[src/retimer_regs_map.svh]
// register offsets, field positions, reset values and timing counts
// included by the package and the register bank; definitions only
`ifndef RETIMER_REGS_MAP_SVH
`define RETIMER_REGS_MAP_SVH

// register indices; byte address is four times the index
`define IDX_CONTENTION        6'h0D
`define IDX_SWING_PRE         6'h0E
`define IDX_TIMEOUT_LOW       6'h10
`define IDX_TIMEOUT_HIGH      6'h11
`define IDX_IRQ_STATUS        6'h14
`define IDX_IRQ_CLEAR         6'h15
`define IDX_IRQ_ENABLE        6'h16

// contention flag positions
`define BIT_OUT_NEG           5
`define BIT_OUT_POS           4
`define BIT_IN_NEG            1
`define BIT_IN_POS            0

// swing and pre-emphasis field positions
`define SWING_HI              5
`define SWING_LO              4
`define PRE_HI                1
`define PRE_LO                0

// field codes
`define CODE_SWING_200        2'h1
`define CODE_SWING_220        2'h2
`define CODE_PRE_0DB          2'h1
`define CODE_PRE_2P5DB        2'h2

// three-level pin encoding after the level comparators
`define PIN_LOW               2'h0
`define PIN_MID               2'h1
`define PIN_HIGH              2'h2

// reset values
`define RST_TIMEOUT_BYTE      8'hFF
`define RST_FIELD             2'h0

// interrupt event positions
`define EV_TIMEOUT            0
`define EV_ACK                1
`define EV_CONTENTION         2
`define EV_WIDTH              3

// cycles the pin synchroniser needs before pins are captured
`define CFG_SETTLE_CYCLES     2'h3

`endif

[src/retimer_regs_pkg.sv]
// types for the re-timer status and turnaround register bank
// assumes retimer_regs_map.svh holds the register and field constants
`include "retimer_regs_map.svh"

package retimer_regs_pkg;

    // turnaround timer state, one-hot
    typedef enum logic [1:0]
    {
        TA_IDLE = 2'b01,
        TA_WAIT = 2'b10
    } ta_state_t;

    typedef logic [7:0] reg_byte_t;

endpackage : retimer_regs_pkg

[src/retimer_status_bta_regs.sv]
// status, swing/pre-emphasis and turnaround timeout registers on APB
// assumes pins, the low-power clock and lane detectors are asynchronous
// to clk_sys_i; each passes two flip-flops before use
//
// Functional notes
// - four lane-0 contention flags, read-only, 1 means seen, reset to 0.
// - flags at bits 5,4,1,0; bits 7:6 and 3:2 reserved read-only.
// - swing field bits 5:4: 00 180mV, 01 200mV, 1x 220mV.
// - swing loaded from config pins at reset per pin-level table.
// - pre-emphasis bits 1:0: 00 1.5dB, 01 0dB, 1x 2.5dB.
// - pre-emphasis loaded from second pin: mid/low gives 01, high 2.5dB.
// - software may overwrite both pin-loaded fields; written values then used.
// - 16-bit timeout, low byte turnaround_timeout_low, high byte turnaround_timeout_high, both reset 0xFF.
// - turnaround request restarts timer; acknowledge stops it.
// - timer expiry before acknowledge abandons the turnaround.
// - timeout counter advances on low-power transmit clock edges only.
// - back-channel turnaround handled only on data lane 0.
// - pairs pass with polarity unchanged; no swap option exists.
// - camera use allows any data-lane assignment and subsets.
//
// Added by the designer: the APB register port.
`timescale 1ns/10ps
`include "retimer_regs_map.svh"

module retimer_status_bta_regs
(
    input  wire logic        clk_sys_i,
    input  wire logic        nrst_i,
    // apb slave
    input  wire logic        psel_i,
    input  wire logic        penable_i,
    input  wire logic        pwrite_i,
    input  wire logic [7:0]  paddr_i,
    input  wire logic [31:0] pwdata_i,
    output logic      [31:0] prdata_o,
    output logic             pready_o,
    output logic             pslverr_o,
    // low-power transmit clock of lane 0
    input  wire logic        lp_tx_clk_i,
    // lane-0 turnaround request and acknowledge, levels
    input  wire logic        bta_req_i,
    input  wire logic        bta_ack_i,
    // lane-0 contention detectors, levels
    input  wire logic        in_lane0_pos_cd_i,
    input  wire logic        in_lane0_neg_cd_i,
    input  wire logic        out_lane0_pos_cd_i,
    input  wire logic        out_lane0_neg_cd_i,
    // three-level config pins, comparator code
    input  wire logic [1:0]  config_pin_a_i,
    input  wire logic [1:0]  config_pin_b_i,
    // analog controls
    output logic      [1:0]  hs_swing_level_o,
    output logic      [1:0]  hs_preemphasis_level_o,
    // turnaround status
    output logic             bta_active_o,
    output logic             bta_abort_o,
    output logic             irq_o
);

    localparam int SYNC_W = 11;

    // reset synchroniser
    logic                    rst_meta_r;
    logic                    rst_n;

    // input synchroniser
    logic [SYNC_W-1:0]       sync_meta_r;
    logic [SYNC_W-1:0]       sync_r;

    // synchronised views
    logic                    lp_clk_s;
    logic                    req_s;
    logic                    ack_s;
    logic [3:0]              cd_s;
    logic [1:0]              pin_a_s;
    logic [1:0]              pin_b_s;

    // edge detection
    logic                    lp_clk_d_r;
    logic                    req_d_r;
    logic                    lp_edge;
    logic                    req_rise;

    // registers
    logic [3:0]              cont_r;
    logic [1:0]              swing_r;
    logic [1:0]              pre_r;
    retimer_regs_pkg::reg_byte_t tmo_lo_r;
    retimer_regs_pkg::reg_byte_t tmo_hi_r;
    logic [`EV_WIDTH-1:0]    irq_stat_r;
    logic [`EV_WIDTH-1:0]    irq_en_r;

    // config capture
    logic [1:0]              settle_r;
    logic                    cfg_done_r;
    logic [1:0]              swing_pin;
    logic [1:0]              pre_pin;

    // turnaround timer and interrupt events
    retimer_regs_pkg::ta_state_t ta_state_r;
    logic [15:0]             ta_cnt_r;
    logic [15:0]             tmo_value;
    logic                    ev_timeout;
    logic                    ev_ack;
    logic                    ev_cont;

    // bus decode
    logic                    acc;
    logic                    wr;
    logic                    aligned;
    logic [5:0]              idx;
    logic                    mapped;
    logic [7:0]              rd_byte;

    // reset release through two flip-flops
    always_ff @(posedge clk_sys_i or negedge nrst_i)
    begin
        if (!nrst_i)
        begin
            rst_meta_r <= 1'b0;
            rst_n      <= 1'b0;
        end
        else
        begin
            rst_meta_r <= 1'b1;
            rst_n      <= rst_meta_r;
        end
    end

    // two-flop synchroniser for every asynchronous input
    always_ff @(posedge clk_sys_i or negedge rst_n)
    begin
        if (!rst_n)
        begin
            sync_meta_r <= '0;
            sync_r      <= '0;
        end
        else
        begin
            sync_meta_r <= {lp_tx_clk_i, bta_req_i, bta_ack_i,
                            out_lane0_neg_cd_i, out_lane0_pos_cd_i,
                            in_lane0_neg_cd_i, in_lane0_pos_cd_i,
                            config_pin_a_i, config_pin_b_i};
            sync_r      <= sync_meta_r;
        end
    end

    assign lp_clk_s = sync_r[10];
    assign req_s    = sync_r[9];
    assign ack_s    = sync_r[8];
    assign cd_s     = sync_r[7:4]; // out neg, out pos, in neg, in pos
    assign pin_a_s  = sync_r[3:2];
    assign pin_b_s  = sync_r[1:0];

    // edge finders on the synchronised copies
    always_ff @(posedge clk_sys_i or negedge rst_n)
    begin
        if (!rst_n)
        begin
            lp_clk_d_r <= 1'b0;
            req_d_r    <= 1'b0;
        end
        else
        begin
            lp_clk_d_r <= lp_clk_s;
            req_d_r    <= req_s;
        end
    end

    assign lp_edge  = lp_clk_s & ~lp_clk_d_r;
    assign req_rise = req_s & ~req_d_r;

    assign swing_pin = (pin_a_s == `PIN_HIGH || (pin_a_s == `PIN_LOW && pin_b_s == `PIN_HIGH)) ?
                       `CODE_SWING_220 : `CODE_SWING_200;

    assign pre_pin = (pin_b_s == `PIN_HIGH) ? `CODE_PRE_2P5DB : `CODE_PRE_0DB;

    // capture once the synchroniser holds post-release pin levels
    always_ff @(posedge clk_sys_i or negedge rst_n)
    begin
        if (!rst_n)
        begin
            settle_r   <= 2'h0;
            cfg_done_r <= 1'b0;
        end
        else if (!cfg_done_r)
        begin
            if (settle_r == `CFG_SETTLE_CYCLES)
                cfg_done_r <= 1'b1;
            else
                settle_r <= settle_r + 2'h1;
        end
    end

    // apb decode, zero wait states
    assign acc     = psel_i & penable_i;
    assign wr      = acc & pwrite_i;
    assign idx     = paddr_i[7:2];
    assign aligned = (paddr_i[1:0] == 2'h0);
    assign mapped  = aligned && (idx == `IDX_CONTENTION || idx == `IDX_SWING_PRE ||
                                 idx == `IDX_TIMEOUT_LOW || idx == `IDX_TIMEOUT_HIGH ||
                                 idx == `IDX_IRQ_STATUS || idx == `IDX_IRQ_CLEAR ||
                                 idx == `IDX_IRQ_ENABLE);
    assign pready_o  = 1'b1;
    assign pslverr_o = acc & ~mapped; // unmapped address answers with error

    // contention flags track the lane-0 detectors
    always_ff @(posedge clk_sys_i or negedge rst_n)
    begin
        if (!rst_n)
            cont_r <= 4'h0;
        else
            cont_r <= cd_s;
    end

    // new contention on any wire is an interrupt event
    assign ev_cont = |(cd_s & ~cont_r);

    // swing and pre-emphasis, pin load then software writes
    always_ff @(posedge clk_sys_i or negedge rst_n)
    begin
        if (!rst_n)
        begin
            swing_r <= `RST_FIELD;
            pre_r   <= `RST_FIELD;
        end
        else if (!cfg_done_r && settle_r == `CFG_SETTLE_CYCLES)
        begin
            swing_r <= swing_pin;
            pre_r   <= pre_pin;
        end
        else if (wr && aligned && idx == `IDX_SWING_PRE)
        begin
            swing_r <= pwdata_i[`SWING_HI:`SWING_LO];
            pre_r   <= pwdata_i[`PRE_HI:`PRE_LO];
        end
    end

    assign hs_swing_level_o       = swing_r;
    assign hs_preemphasis_level_o = pre_r;

    always_ff @(posedge clk_sys_i or negedge rst_n)
    begin
        if (!rst_n)
        begin
            tmo_lo_r <= `RST_TIMEOUT_BYTE;
            tmo_hi_r <= `RST_TIMEOUT_BYTE;
        end
        else if (wr && aligned)
        begin
            if (idx == `IDX_TIMEOUT_LOW)
                tmo_lo_r <= pwdata_i[7:0];
            if (idx == `IDX_TIMEOUT_HIGH)
                tmo_hi_r <= pwdata_i[7:0];
        end
    end

    assign tmo_value = {tmo_hi_r, tmo_lo_r};

    // only lane 0 runs a turnaround; other lanes are forward-only
    always_ff @(posedge clk_sys_i or negedge rst_n)
    begin
        if (!rst_n)
        begin
            ta_state_r <= retimer_regs_pkg::TA_IDLE;
            ta_cnt_r   <= 16'h0000;
        end
        else if (req_rise)
        begin
            ta_state_r <= retimer_regs_pkg::TA_WAIT;
            ta_cnt_r   <= 16'h0000;
        end
        else
        begin
            case (ta_state_r)
                retimer_regs_pkg::TA_IDLE: ta_cnt_r <= ta_cnt_r;
                retimer_regs_pkg::TA_WAIT:
                begin
                    if (lp_edge)
                    begin
                        if (ack_s)
                            ta_state_r <= retimer_regs_pkg::TA_IDLE;
                        else if (ta_cnt_r == tmo_value)
                            ta_state_r <= retimer_regs_pkg::TA_IDLE;
                        else
                            ta_cnt_r <= ta_cnt_r + 16'h0001;
                    end
                end
                default: ta_state_r <= retimer_regs_pkg::TA_IDLE;
            endcase
        end
    end

    // timer outcome events
    assign ev_ack     = ~req_rise && ta_state_r == retimer_regs_pkg::TA_WAIT && lp_edge && ack_s;
    assign ev_timeout = ~req_rise && ta_state_r == retimer_regs_pkg::TA_WAIT && lp_edge &&
                        ~ack_s && ta_cnt_r == tmo_value;

    // abort pulse to the lane-0 turnaround logic
    always_ff @(posedge clk_sys_i or negedge rst_n)
    begin
        if (!rst_n)
            bta_abort_o <= 1'b0;
        else
            bta_abort_o <= ev_timeout;
    end

    assign bta_active_o = (ta_state_r == retimer_regs_pkg::TA_WAIT);

    // sticky interrupt status; a new event wins over a clear
    always_ff @(posedge clk_sys_i or negedge rst_n)
    begin
        if (!rst_n)
            irq_stat_r <= '0;
        else
        begin
            for (int i = 0; i < `EV_WIDTH; i++)
            begin
                if (wr && aligned && idx == `IDX_IRQ_CLEAR && pwdata_i[i])
                    irq_stat_r[i] <= 1'b0;
            end
            if (ev_timeout)
                irq_stat_r[`EV_TIMEOUT] <= 1'b1;
            if (ev_ack)
                irq_stat_r[`EV_ACK] <= 1'b1;
            if (ev_cont)
                irq_stat_r[`EV_CONTENTION] <= 1'b1;
        end
    end

    // interrupt enable
    always_ff @(posedge clk_sys_i or negedge rst_n)
    begin
        if (!rst_n)
            irq_en_r <= '0;
        else if (wr && aligned && idx == `IDX_IRQ_ENABLE)
            irq_en_r <= pwdata_i[`EV_WIDTH-1:0];
    end

    assign irq_o = |(irq_stat_r & irq_en_r);

    // read mux
    always_comb
    begin
        rd_byte = 8'h00;
        case (idx)
            `IDX_CONTENTION:
            begin
                rd_byte[`BIT_OUT_NEG] = cont_r[3];
                rd_byte[`BIT_OUT_POS] = cont_r[2];
                rd_byte[`BIT_IN_NEG]  = cont_r[1];
                rd_byte[`BIT_IN_POS]  = cont_r[0];
            end
            `IDX_SWING_PRE:
            begin
                rd_byte[`SWING_HI:`SWING_LO] = swing_r;
                rd_byte[`PRE_HI:`PRE_LO]     = pre_r;
            end
            `IDX_TIMEOUT_LOW:  rd_byte = tmo_lo_r;
            `IDX_TIMEOUT_HIGH: rd_byte = tmo_hi_r;
            `IDX_IRQ_STATUS:   rd_byte[`EV_WIDTH-1:0] = irq_stat_r;
            `IDX_IRQ_ENABLE:   rd_byte[`EV_WIDTH-1:0] = irq_en_r;
            default:           rd_byte = 8'h00;
        endcase
        if (!aligned)
            rd_byte = 8'h00;
    end

    // read data registered at the setup phase, valid in the access phase
    always_ff @(posedge clk_sys_i or negedge rst_n)
    begin
        if (!rst_n)
            prdata_o <= 32'h0000_0000;
        else if (psel_i && !penable_i && !pwrite_i)
            prdata_o <= {24'h00_0000, rd_byte};
    end

    // no polarity swap control exists in this bank
    // no lane-ordering constraint applies outside lane 0

endmodule : retimer_status_bta_regs

[config.mk]
export PLATFORM = sky130hd
export DESIGN_NAME = retimer_status_bta_regs
export DESIGN_NICKNAME = d
export VERILOG_FILES = /design/src/retimer_regs_pkg.sv /design/src/retimer_status_bta_regs.sv
export VERILOG_INCLUDE_DIRS = /design/src
export SDC_FILE = /design/constraint.sdc
export NUM_CORES = 1
export LEC_CHECK = 0
export ABC_AREA = 1
export ABC_CLOCK_PERIOD_IN_PS = 3800
export BUFFER_PORTS_ARGS = -buffer_cell sky130_fd_sc_hd__buf_2
export CORE_UTILIZATION = 40
export DETAILED_ROUTE_END_ITERATION = 7
export GPL_TIMING_DRIVEN = 0
export PLACE_DENSITY_LB_ADDON = 0.2
export SYNTH_ARGS = -nofsm -noshare
export SYNTH_HDL_FRONTEND = slang
export SYNTH_SLANG_ARGS = --single-unit
[constraint.sdc]
create_clock -name clk_sys_i -period 3.8 [get_ports clk_sys_i]
set_input_delay 0.76 -clock clk_sys_i [delete_from_list [all_inputs] [get_ports clk_sys_i]]
set_output_delay 0.76 -clock clk_sys_i [all_outputs]
set_load 0.01 [all_outputs]
==> results.toml, run 1 <==
[worst_setup_path]
slowest_delay_ps = 280
r2r_start = "ta_state_r[1]"
crit_family = "simple AND/OR/NAND/NOR gates"
endpoint_kind = "output port"
cp.required_ps = 3040
r2r_cells = 8
criticalPathCategory = "primary input to output port"
crit_slowest_cell = "nor3_1"
r2r-end = "ta_cnt_r[9]"
critPathArrivalTime_ps = 2030
cp-start-kind = "primary input"
cp.depth = 10
crit_path_start = "paddr_i[2]"
r2r_slack_ps = 2050
crit_end = "pslverr_o"
cp_max_fo = 5
path_buf_inv = 4
cp_cell_sequence = "buf_2 > inv_1 > nand2_1 > nor2_1 > nand2_1 > inv_1 > nor3_1 > nand3b_1 > a21oi_1 > buf_2"

[cts]
post_cts_buffers = 0
cts-root-buf = "clkbuf_8"
cts_hold_buf = 0
clock_path_buffers = 2
cts_resized = 0
cts_sinks = 86
clk_latency_ps = 360
cts_max_level = 3
cts_buffers = 9
cts_tree = "built"
clk_pin_slew_ps = 90

[floorplan]
rows = 38
die_h_um = 107.6
dieArea_mm2 = 0.01159
die_w_um = 107.6
io_pins = 97
fp.coreArea_mm2 = 0.01084
start_util_pct = 41.18

[power]
p_total_w = 0.001825
p_per_area_mw_per_mm2 = 350.8
irDropWorstVdd_mv = 0.2199
p_leak_nw = 2.726

[sta]
setup_viol_count_final = 0
final.setup.tns_ps = 0
finalHoldViolations = 0
period_share_pct = 73.50
post-route-min-period_ps = 2793
fmax_mhz = 358.0
rsz0062_at_grt = "no"
tightest_slew_ps = 706.4
relSlewSlack_pct = 52.55
final_max_slew_viol_count = 0
skew_ps = 13.18

[logic_synthesis]
synth_top_area_share_pct = 38.68
ys_ff_latch = 86
ys_warn_count = 0
synthFlopType = "dfrtp_1"
synth_edf_count = 0
syn_area_per_cell_um2 = 7.915
async_reset_ff_share_pct = 100.0
netlist_area_mm2 = 0.004464
synth_cell_type_count = 32
yosys.area.top_type = "dfrtp_1"
seq_area_frac_synth_pct = 48.68
synth_area_leaders = "dfrtp_1, nand2_1, dfstp_2"
netlist_instances = 564

[cells_and_area]
multi_input_area_mm2 = 0.001805
layout-drive-gt1-share_pct = 21.47
antenna_cells = 0
area_delta_synth_final_pct = 16.54
seqCellArea_mm2 = 0.002177
nets = 705
n_fill_cell = 1083

[global_route]
grt_overflow = 0
grt_max_degree = 66
antenna_found_initial = 0
grt_pass1_wl_um = 16860
track_usage_pct = 18.98
grt_pass1_vias = 3573

[job]
maxCapViolCount = 0

[routing]
vias_per_cell = 4.764
drt_wl_total_um = 10080
drtPass1Iterations = 4
route.detailed.drc = 0
antenna_left = 0
vias = 3773
wl_per_cell_um = 12.73
drt_iter0_markers = 164

[place]
numPortBuffers = 47
post-dp-hpwl_um = 7602
gp_congestion = 0.8836

[run_status]
status = "complete, no violations"

[min_path]
hp-class = "primary input to asynchronous set/reset pin"
[layer usage]
layer  global-route usage (%)  wire length, um  part of all wire, %
met5                        0                0                    0
met4                    5.479              104                  1.0
met3                    3.329              410                  4.1
met2                    31.32             4814                   48
met1                    25.53             4751                   47
[synth_stat cells (2+ instances only)]
cell,number
nand2_1,174
inv_1,74
dfrtp_1,69
nor2_1,57
o21ai_0,31
nand3_1,27
buf_4,26
nand4_1,23
dfstp_2,17
xor2_1,10
o21ai_2,8
inv_2,6
buf_6,5
buf_2,4
a21oi_1,3
a22oi_1,3
nor3_1,3
o22ai_1,3
conb_1,2
ha_1,2
nand2_2,2
nand2_4,2
nor2_4,2
o211ai_1,2
o21ai_1,2
[through the flow]
stage          worst slack (ps)  util (%)  cells  hold WS [ps]  cell area [um2]
4_1_cts                    1031     47.99    792         149.3             5202
6_report                   1007     47.99    792         164.1             5202
3_3_place_gp              277.9     45.80    775         331.3             4965
5_1_grt                   852.7     47.99    792         149.7             5202
2_1_floorplan              1257         -    588         331.2             4554
3_5_place_dp               1027     46.09    776         223.4             4996
[worst min path at each step]
| stage | startpoint | to | slack [ps] |
|---|---|---|---|
| 2_1_floorplan | rst_meta_r | rst_n | 330 |
| 3_3_place_gp | sync_meta_r[7] | sync_r[7] | 330 |
| 3_5_place_dp | rst_n | sync_meta_r[9] | 220 |
| 4_1_cts | nrst_i | rst_n | 150 |
| 5_1_grt | nrst_i | rst_n | 150 |
| 6_report | nrst_i | rst_n | 160 |
[logic make-up (layout without fill, tap and decap cells)]
group,count (synthesis),count (layout),synth area share (%)
and+or+nand+nor,295,295,28.67
other,2,26,0.1682
AOI/OAI and AO/OA,53,53,7.063
adders and majority gates,2,2,0.5604
buffers and inverters,116,180,12.89
xor gates and xnor gates,10,10,1.962
DFF,86,86,48.68
[layout make-up]
class | count | share of cell area [%]
Sequential cell | 86 | 41.85
Timing Repair Buffer | 48 | 5.051
Buffer | 36 | 5.291
Clock inverter | 6 | 1.323
Inverter | 80 | 5.772
Tap cell | 140 | 3.367
Clock buffer | 10 | 2.646
Multi-Input combinational cell | 386 | 34.70
[power breakdown]
| part | internal [W] | total [W] | leakage, nW | switching (W) |
|---|---|---|---|---|
| logic | 0.0000680 | 0.000178 | 1.60 | 0.000110 |
| registers | 0.000947 | 0.000967 | 1.03 | 0.0000198 |
| clock network | 0.000326 | 0.000680 | 0.103 | 0.000355 |
| total | 0.00134 | 0.00182 | 2.73 | 0.000484 |
[cell usage in the layout, fill, tap and decap left out, drive strengths merged, types with 2 or more instances in the layout]
master  Yosys  final
nand4      23     23
clkbuf      1     11
nand3      28     28
dfrtp      69     69
o21ai      41     41
nor3        4      4
ha          2      2
o22ai       3      3
o211ai      2      2
xor2       10     10
dfstp      17     17
a22oi       3      3
nor2       59     59
conb        2     26
a21oi       3      3
inv        80     81
buf        35     83
nand2     178    178
clkinv      0      3
[worst register-to-register path: stages (launching register included)]
cell,delay (ps)
dfrtp_1,390
inv_2,50
nor2_4,110
inv_2,70
nor4_4,530
nand2_4,180
buf_6,200
nand3_1,70
nand2_1,50
[sequential cells by signal, summed over array words and instances (netlist names)]
signal,cells
ta_cnt_r,16
sync_meta_r,11
sync_r,11
prdata_o,8
tmo_hi_r,8
tmo_lo_r,8
cont_r,4
irq_en_r,3
irq_stat_r,3
hs_preemphasis_level_o,2
hs_swing_level_o,2
settle_r,2
ta_state_r,2
bta_abort_o,1
cfg_done_r,1
lp_clk_d_r,1
req_d_r,1
rst_meta_r,1
rst_n,1
No activity file was read; power rests on OpenSTA's default activity.
==> run 2: changes to the inputs <==
--- a/config.mk
+++ b/config.mk
@@ -6,8 +6,8 @@
 export SDC_FILE = /design/constraint.sdc
 export NUM_CORES = 1
 export LEC_CHECK = 0
-export ABC_AREA = 1
-export ABC_CLOCK_PERIOD_IN_PS = 3800
+export ABC_AREA = 0
+export ABC_CLOCK_PERIOD_IN_PS = 2730
 export BUFFER_PORTS_ARGS = -buffer_cell sky130_fd_sc_hd__buf_2
 export CORE_UTILIZATION = 40
 export DETAILED_ROUTE_END_ITERATION = 7
==> constraint.sdc (replaced) <==
create_clock -name clk_sys_i -period 2.73 [get_ports clk_sys_i]
set_input_delay 0.546 -clock clk_sys_i [delete_from_list [all_inputs] [get_ports clk_sys_i]]
set_output_delay 0.546 -clock clk_sys_i [all_outputs]
set_load 0.01 [all_outputs]
==> run 2 against run 1 <==
Count of clock-buffer cells in the layout down 1. Final cell count fell by 28%. First-iteration DRC count decreased by 37%. Sequential share of layout area rose by 4.0 points. Critical path depth fell by 4. Global-route usage shrank 1.4 points. Synthesized area is 9.7% lower. Utilization grew 0.61 points.
==> results.toml, run 2 <==
[cells_and_area]
final_common_cell = "dfrtp_1"
largest_reg_flops = 16
biggestRegsByFlops = "ta_cnt_r x16, sync_meta_r x11, sync_r x11"
largest_register = "ta_cnt_r"
antenna_cells = 0
layout-drive-gt1-share_pct = 33.26
mostFrequentLayoutCells = "dfrtp_1, buf_2, conb_1"
fin_area_mm2 = 0.004751
area_delta_synth_final_pct = 17.85
nets = 492

[logic_synthesis]
yosysMostFrequentCell = "dfrtp_1"
synth_cell_type_count = 55
ys_ff_latch = 86
async_reset_ff_share_pct = 100.0
synth_top_area_share_pct = 42.83
netlist_instances = 352
synth_area_leaders = "dfrtp_1, dfstp_2, mux2_2"
synth_commonest_cells = "dfrtp_1, buf_4, o21ai_0"
ys_warn_count = 0
syn_area_per_cell_um2 = 11.45
synth_edf_count = 0
seq_area_frac_synth_pct = 53.91
yosys.area.top_type = "dfrtp_1"
netlist_area_mm2 = 0.004031
synthFlopType = "dfrtp_1"

[sta]
period_share_pct = 84.60
tightest_slew_ps = 653.7
skew_ps = 20.26
post-route-min-period_ps = 2310
final_max_slew_viol_count = 0
fmax_mhz = 433.0
setup_viol_count_final = 0
relSlewSlack_pct = 56.10
rsz0062_at_grt = "no"
finalHoldViolations = 0

[routing]
vias = 2812
drt_wl_total_um = 8295
route.detailed.drc = 0
wl_per_cell_um = 14.50
antenna_left = 0
vias_per_cell = 4.916
drt_iter0_markers = 104
drtPass1Iterations = 4

[floorplan]
io_pins = 97
rows = 36
fp.coreArea_mm2 = 0.009774
start_util_pct = 41.24
die_w_um = 102.4
die_h_um = 102.4
dieArea_mm2 = 0.01048

[power]
clockPowerShare_pct = 35.8
irDropWorstVdd_mv = 0.3381
p_int_w = 0.001768
switchingPower_w = 0.0006804
p_sw_share_pct = 27.79
p_per_area_mw_per_mm2 = 515.3
p_total_w = 0.002448
comb_power_share_pct = 9.1
p_leak_nw = 2.115
seqPwrFrac_pct = 55.0

[global_route]
grt_pass1_vias = 2789
grt_pass1_wl_um = 13880
antenna_found_initial = 0
track_usage_pct = 17.56
grt_overflow = 0
grt_max_degree = 55

[min_path]
hp-class = "flip-flop to asynchronous set/reset pin"

[place]
placement.cell_area_mm2 = 0.004544
numPortBuffers = 45
post-dp-hpwl_um = 6118
gp_congestion = 0.9164

[cts]
clk_pin_slew_ps = 110
cts_tree = "built"
clock_path_buffers = 2
cts_sinks = 86
cts-root-buf = "clkbuf_8"
cts_buffers = 9
clk_latency_ps = 370
cts_max_level = 3

[worst_setup_path]
slowest_delay_ps = 290
cp_common_cell = "buf_2"
cp_max_fo = 10
critPathArrivalTime_ps = 1760
crit_slowest_cell = "o311a_1"
criticalPathCategory = "primary input to output port"
cp-start-kind = "primary input"
endpoint_kind = "output port"
cp_cell_sequence = "buf_2 > nand2b_1 > a21oi_1 > a31oi_1 > o311a_1 > buf_2"
cp.required_ps = 2180

[job]
maxCapViolCount = 0

[run_status]
status = "complete, no violations"
==> run 2: through the flow <==
step / hold slack, ps / TNS, ps / utilization [%] / worst slack [ps] / cells
after floorplan: 250.4 / 0 / - / 187.0 / 376
after global placement: 331.2 / -48180 / 46.17 / -723.2 / 554
after detailed placement: 287.6 / 0 / 46.49 / 423.3 / 555
after CTS: 257.7 / 0 / 48.60 / 422.3 / 572
after global routing: 242.3 / 0 / 48.60 / 382.3 / 572
final: 266.6 / 0 / 48.60 / 420.4 / 572
==> run 2: path summary, 6_finish.rpt <==
path / to / depth (start not counted) / from / slack, ps
worst max-delay path: pslverr_o / 6 / paddr_i[2] / 420
worst min-delay path: irq_stat_r[2] / 0 / rst_n / 270
worst max register to register: ta_cnt_r[11] / 6 / tmo_hi_r[7] / 620
worst min register to register: irq_stat_r[2] / 0 / rst_n / 270
max in group asynchronous: tmo_hi_r[7] / 1 / rst_n / 1790
min in group clk_sys_i: sync_meta_r[1] / 1 / config_pin_b_i[1] / 270
==> run 2: worst max-delay path: cells and delay by family <==
kind / cells / cell delay, ps
and+or+nand+nor: 1 / 210
AOI/OAI and AO/OA: 3 / 600
buffers and inverters: 2 / 400
==> run 2: routing by layer <==
layer,wire length [um],vias to the layer above,global-route usage [%]
li1,-,1376,-
met1,4081,1352,24.53
met2,3788,75,27.00
met3,320,9,3.830
met4,104,0,6.154
met5,0,-,0
==> run 2: layout make-up <==
class                      count  area [um2]
fill                         889        5024
sequential                    86        2177
multi-input combinational    245        1679
timing repair buffer          47       262.8
buffer                        35       231.5
tap                          133       166.4
clock buffer                   9       123.9
clock inverter                 7       72.57
inverter                      10       37.54
==> run 2: repair_timing <==
item	in CTS	in global routing
hold buffers	1	0
hold endpoints to repair	2	0
resized for setup	0	0
buffers inserted	0	0
==> run 2: cells by family after synthesis <==
| group | share of synthesized area [%] |
|---|---|
| xor gates and xnor gates | 3.693 |
| and+or+nand+nor | 16.29 |
| muxes | 8.349 |
| adders and majority gates | 0.6206 |
| buffers and inverters | 6.673 |
| AOI/OAI and AO/OA | 10.27 |
| other | 0.1863 |
| DFF | 53.91 |
==> run 2: power groups by stage <==
stage	Clock [W]	Combinational [W]	Sequential [W]
final	0.000877	0.000224	0.00135
after global routing	0.000955	0.000252	0.00135
after CTS	0.000907	0.000223	0.00135
after detailed placement	0	0.000222	0.00137
after global placement	0	0.000200	0.00138
after floorplan	0	0.000135	0.00137
==> run 3: changes to the inputs <==
--- a/config.mk
+++ b/config.mk
@@ -7,7 +7,7 @@
 export NUM_CORES = 1
 export LEC_CHECK = 0
 export ABC_AREA = 0
-export ABC_CLOCK_PERIOD_IN_PS = 2730
+export ABC_CLOCK_PERIOD_IN_PS = 1900
 export BUFFER_PORTS_ARGS = -buffer_cell sky130_fd_sc_hd__buf_2
 export CORE_UTILIZATION = 40
 export DETAILED_ROUTE_END_ITERATION = 7
==> constraint.sdc (replaced) <==
create_clock -name clk_sys_i -period 1.9 [get_ports clk_sys_i]
set_input_delay 0.38 -clock clk_sys_i [delete_from_list [all_inputs] [get_ports clk_sys_i]]
set_output_delay 0.38 -clock clk_sys_i [all_outputs]
set_load 0.01 [all_outputs]
==> run 3 against run 2 <==
Critical path type is now flip-flop to flip-flop. Die area unchanged. Sequential share of layout area decreased by 1.1 points. Setup slack worse by 400 ps. Highest routed layer unchanged. Via count grew 3.2%. Largest power group unchanged. Final area rose by 2.5%. Critical path depth shrank 1.
==> results.toml, run 3 (synthesis results as in run 2) <==
[cells_and_area]
n_fill_cell = 910
layout-drive-gt1-share_pct = 36.40
biggestRegsByFlops = "ta_cnt_r x16, sync_meta_r x11, sync_r x11"
final_common_cell = "dfrtp_1"
mostFrequentLayoutCells = "dfrtp_1, buf_2, buf_4"
final_cells = 578
largest_register = "ta_cnt_r"
largest_reg_flops = 16
finish.utilization_pct = 49.81
area_delta_synth_final_pct = 20.76
nets = 498
antenna_cells = 0

[sta]
period_share_pct = 98.87
setup_viol_count_final = 0
final_max_slew_viol_count = 0
rsz0062_at_grt = "yes"
post-route-min-period_ps = 1878
relSlewSlack_pct = 57.64
finalHoldViolations = 0
tightest_slew_ps = 630.7
fmax_mhz = 532.3
skew_ps = 7.438

[cts]
cts-root-buf = "clkbuf_8"
cts_max_level = 3
cts_buffers = 9
cts_sinks = 86
clock_path_buffers = 2
clk_pin_slew_ps = 100
clk_latency_ps = 370
cts_tree = "built"

[worst_setup_path]
crit_end = "ta_cnt_r[10]"
cp.depth = 5
criticalPathCategory = "flip-flop to flip-flop"
cp.required_ps = 2200
crit_path_start = "ta_state_r[0]"
crit_family = "simple AND/OR/NAND/NOR gates"
crit_slowest_cell = "dfstp_2"
r2r_slack_ps = 20
cp-start-kind = "flip-flop"
r2r-end = "ta_cnt_r[10]"
cp_max_fo = 4
slowest_delay_ps = 380
r2r_start = "ta_state_r[0]"
r2r_cells = 5
path_buf_inv = 0
critPathArrivalTime_ps = 2170
cp_cell_sequence = "nand4bb_4 > or2_4 > or3b_4 > or3_4 > a21oi_2"
endpoint_kind = "flip-flop"

[global_route]
grt_pass1_vias = 2733
grt_overflow = 0
grt_pass1_wl_um = 13880
antenna_found_initial = 0
grt_max_degree = 73
track_usage_pct = 17.69

[power]
irDropWorstVdd_mv = 0.5159
p_leak_nw = 2.164
p_per_area_mw_per_mm2 = 732.9

[place]
numPortBuffers = 45
gp_congestion = 0.8218
post-dp-hpwl_um = 6115
dp.cells = 555

[routing]
drt_wl_total_um = 8351
route.detailed.drc = 0
drtPass1Iterations = 5
wl_per_cell_um = 14.45
antenna_left = 0
vias_per_cell = 5.019
vias = 2901
drt_iter0_markers = 117

[floorplan]
fp.coreArea_mm2 = 0.009774
dieArea_mm2 = 0.01048
start_util_pct = 41.24
rows = 36
io_pins = 97
die_w_um = 102.4
die_h_um = 102.4

[min_path]
hp-class = "primary input to flip-flop"
min_from = "lp_tx_clk_i"

[job]
maxCapViolCount = 0

[run_status]
status = "complete, no violations"
==> run 3: cell count changes in the layout (fill, tap and decap cells not counted), sizes merged <==
cell    change
buf         +8
clkbuf      -2
==> run 3: worst reg2reg max path: cells and delay by family, from the launching register on <==
kind             cells  cell delay [ps]
AND/OR/NAND/NOR      4             1320
AO/OA/AOI/OAI        1              110
flip-flops           1              380
==> run 3: through the flow <==
step	area, um2	TNS (ps)	hold WS (ps)	total power, W	setup slack [ps]
floorplan	4123	0	84.41	0.002169	147.8
global placement	4514	-5103	165.6	0.002275	-200.0
detailed placement	4544	-3763	169.7	0.002289	-192.3
CTS	4777	0	95.21	0.003586	3.725
global route	4868	-73.80	82.61	0.003745	-36.91
finish	4868	0	108.6	0.003568	21.50
==> run 3: cell type report <==
cell class / instances / area [um2] / share of cell area, %
sequential: 86 / 2177 / 44.72
clock inverter: 7 / 75.07 / 1.542
inverter: 10 / 37.54 / 0.7710
timing repair buffer: 53 / 309.0 / 6.348
clock buffer: 9 / 123.9 / 2.544
multi-input combinational: 245 / 1725 / 35.44
buffer: 35 / 254.0 / 5.217
tap: 133 / 166.4 / 3.418
==> run 3: worst min path at each step <==
stage                     cells after the start         endpoint
after floorplan                               0       rst_meta_r
after global placement                        1       rst_meta_r
after detailed placement                      1       rst_meta_r
after CTS                                     1   sync_meta_r[6]
after global routing                          1   sync_meta_r[7]
final                                         1  sync_meta_r[10]
==> run 3: timing repair <==
| action | 4_1_cts | 5_1_grt |
|---|---|---|
| setup buffers | 2 | 3 |
| hold endpoints to repair | 2 | 0 |
| setup endpoints to repair | 20 | 20 |
| gates cloned | 0 | 1 |
| resized for setup | 4 | 19 |
| pin swaps | 1 | 11 |
| hold buffers | 1 | 0 |
==> run 3: metal layers <==
layer	vias to the layer above	global-route usage (%)	wire length (um)
li1	1395	-	-
met1	1401	24.32	3912
met2	87	27.05	3876
met3	18	4.104	390
met4	0	7.033	171
met5	-	0	0
==> run 3: report_power, final <==
group	total (W)	internal [W]	switching, W
Clock	0.00127	0.000520	0.000749
Combinational	0.000369	0.000170	0.000199
Sequential	0.00193	0.00189	0.0000401
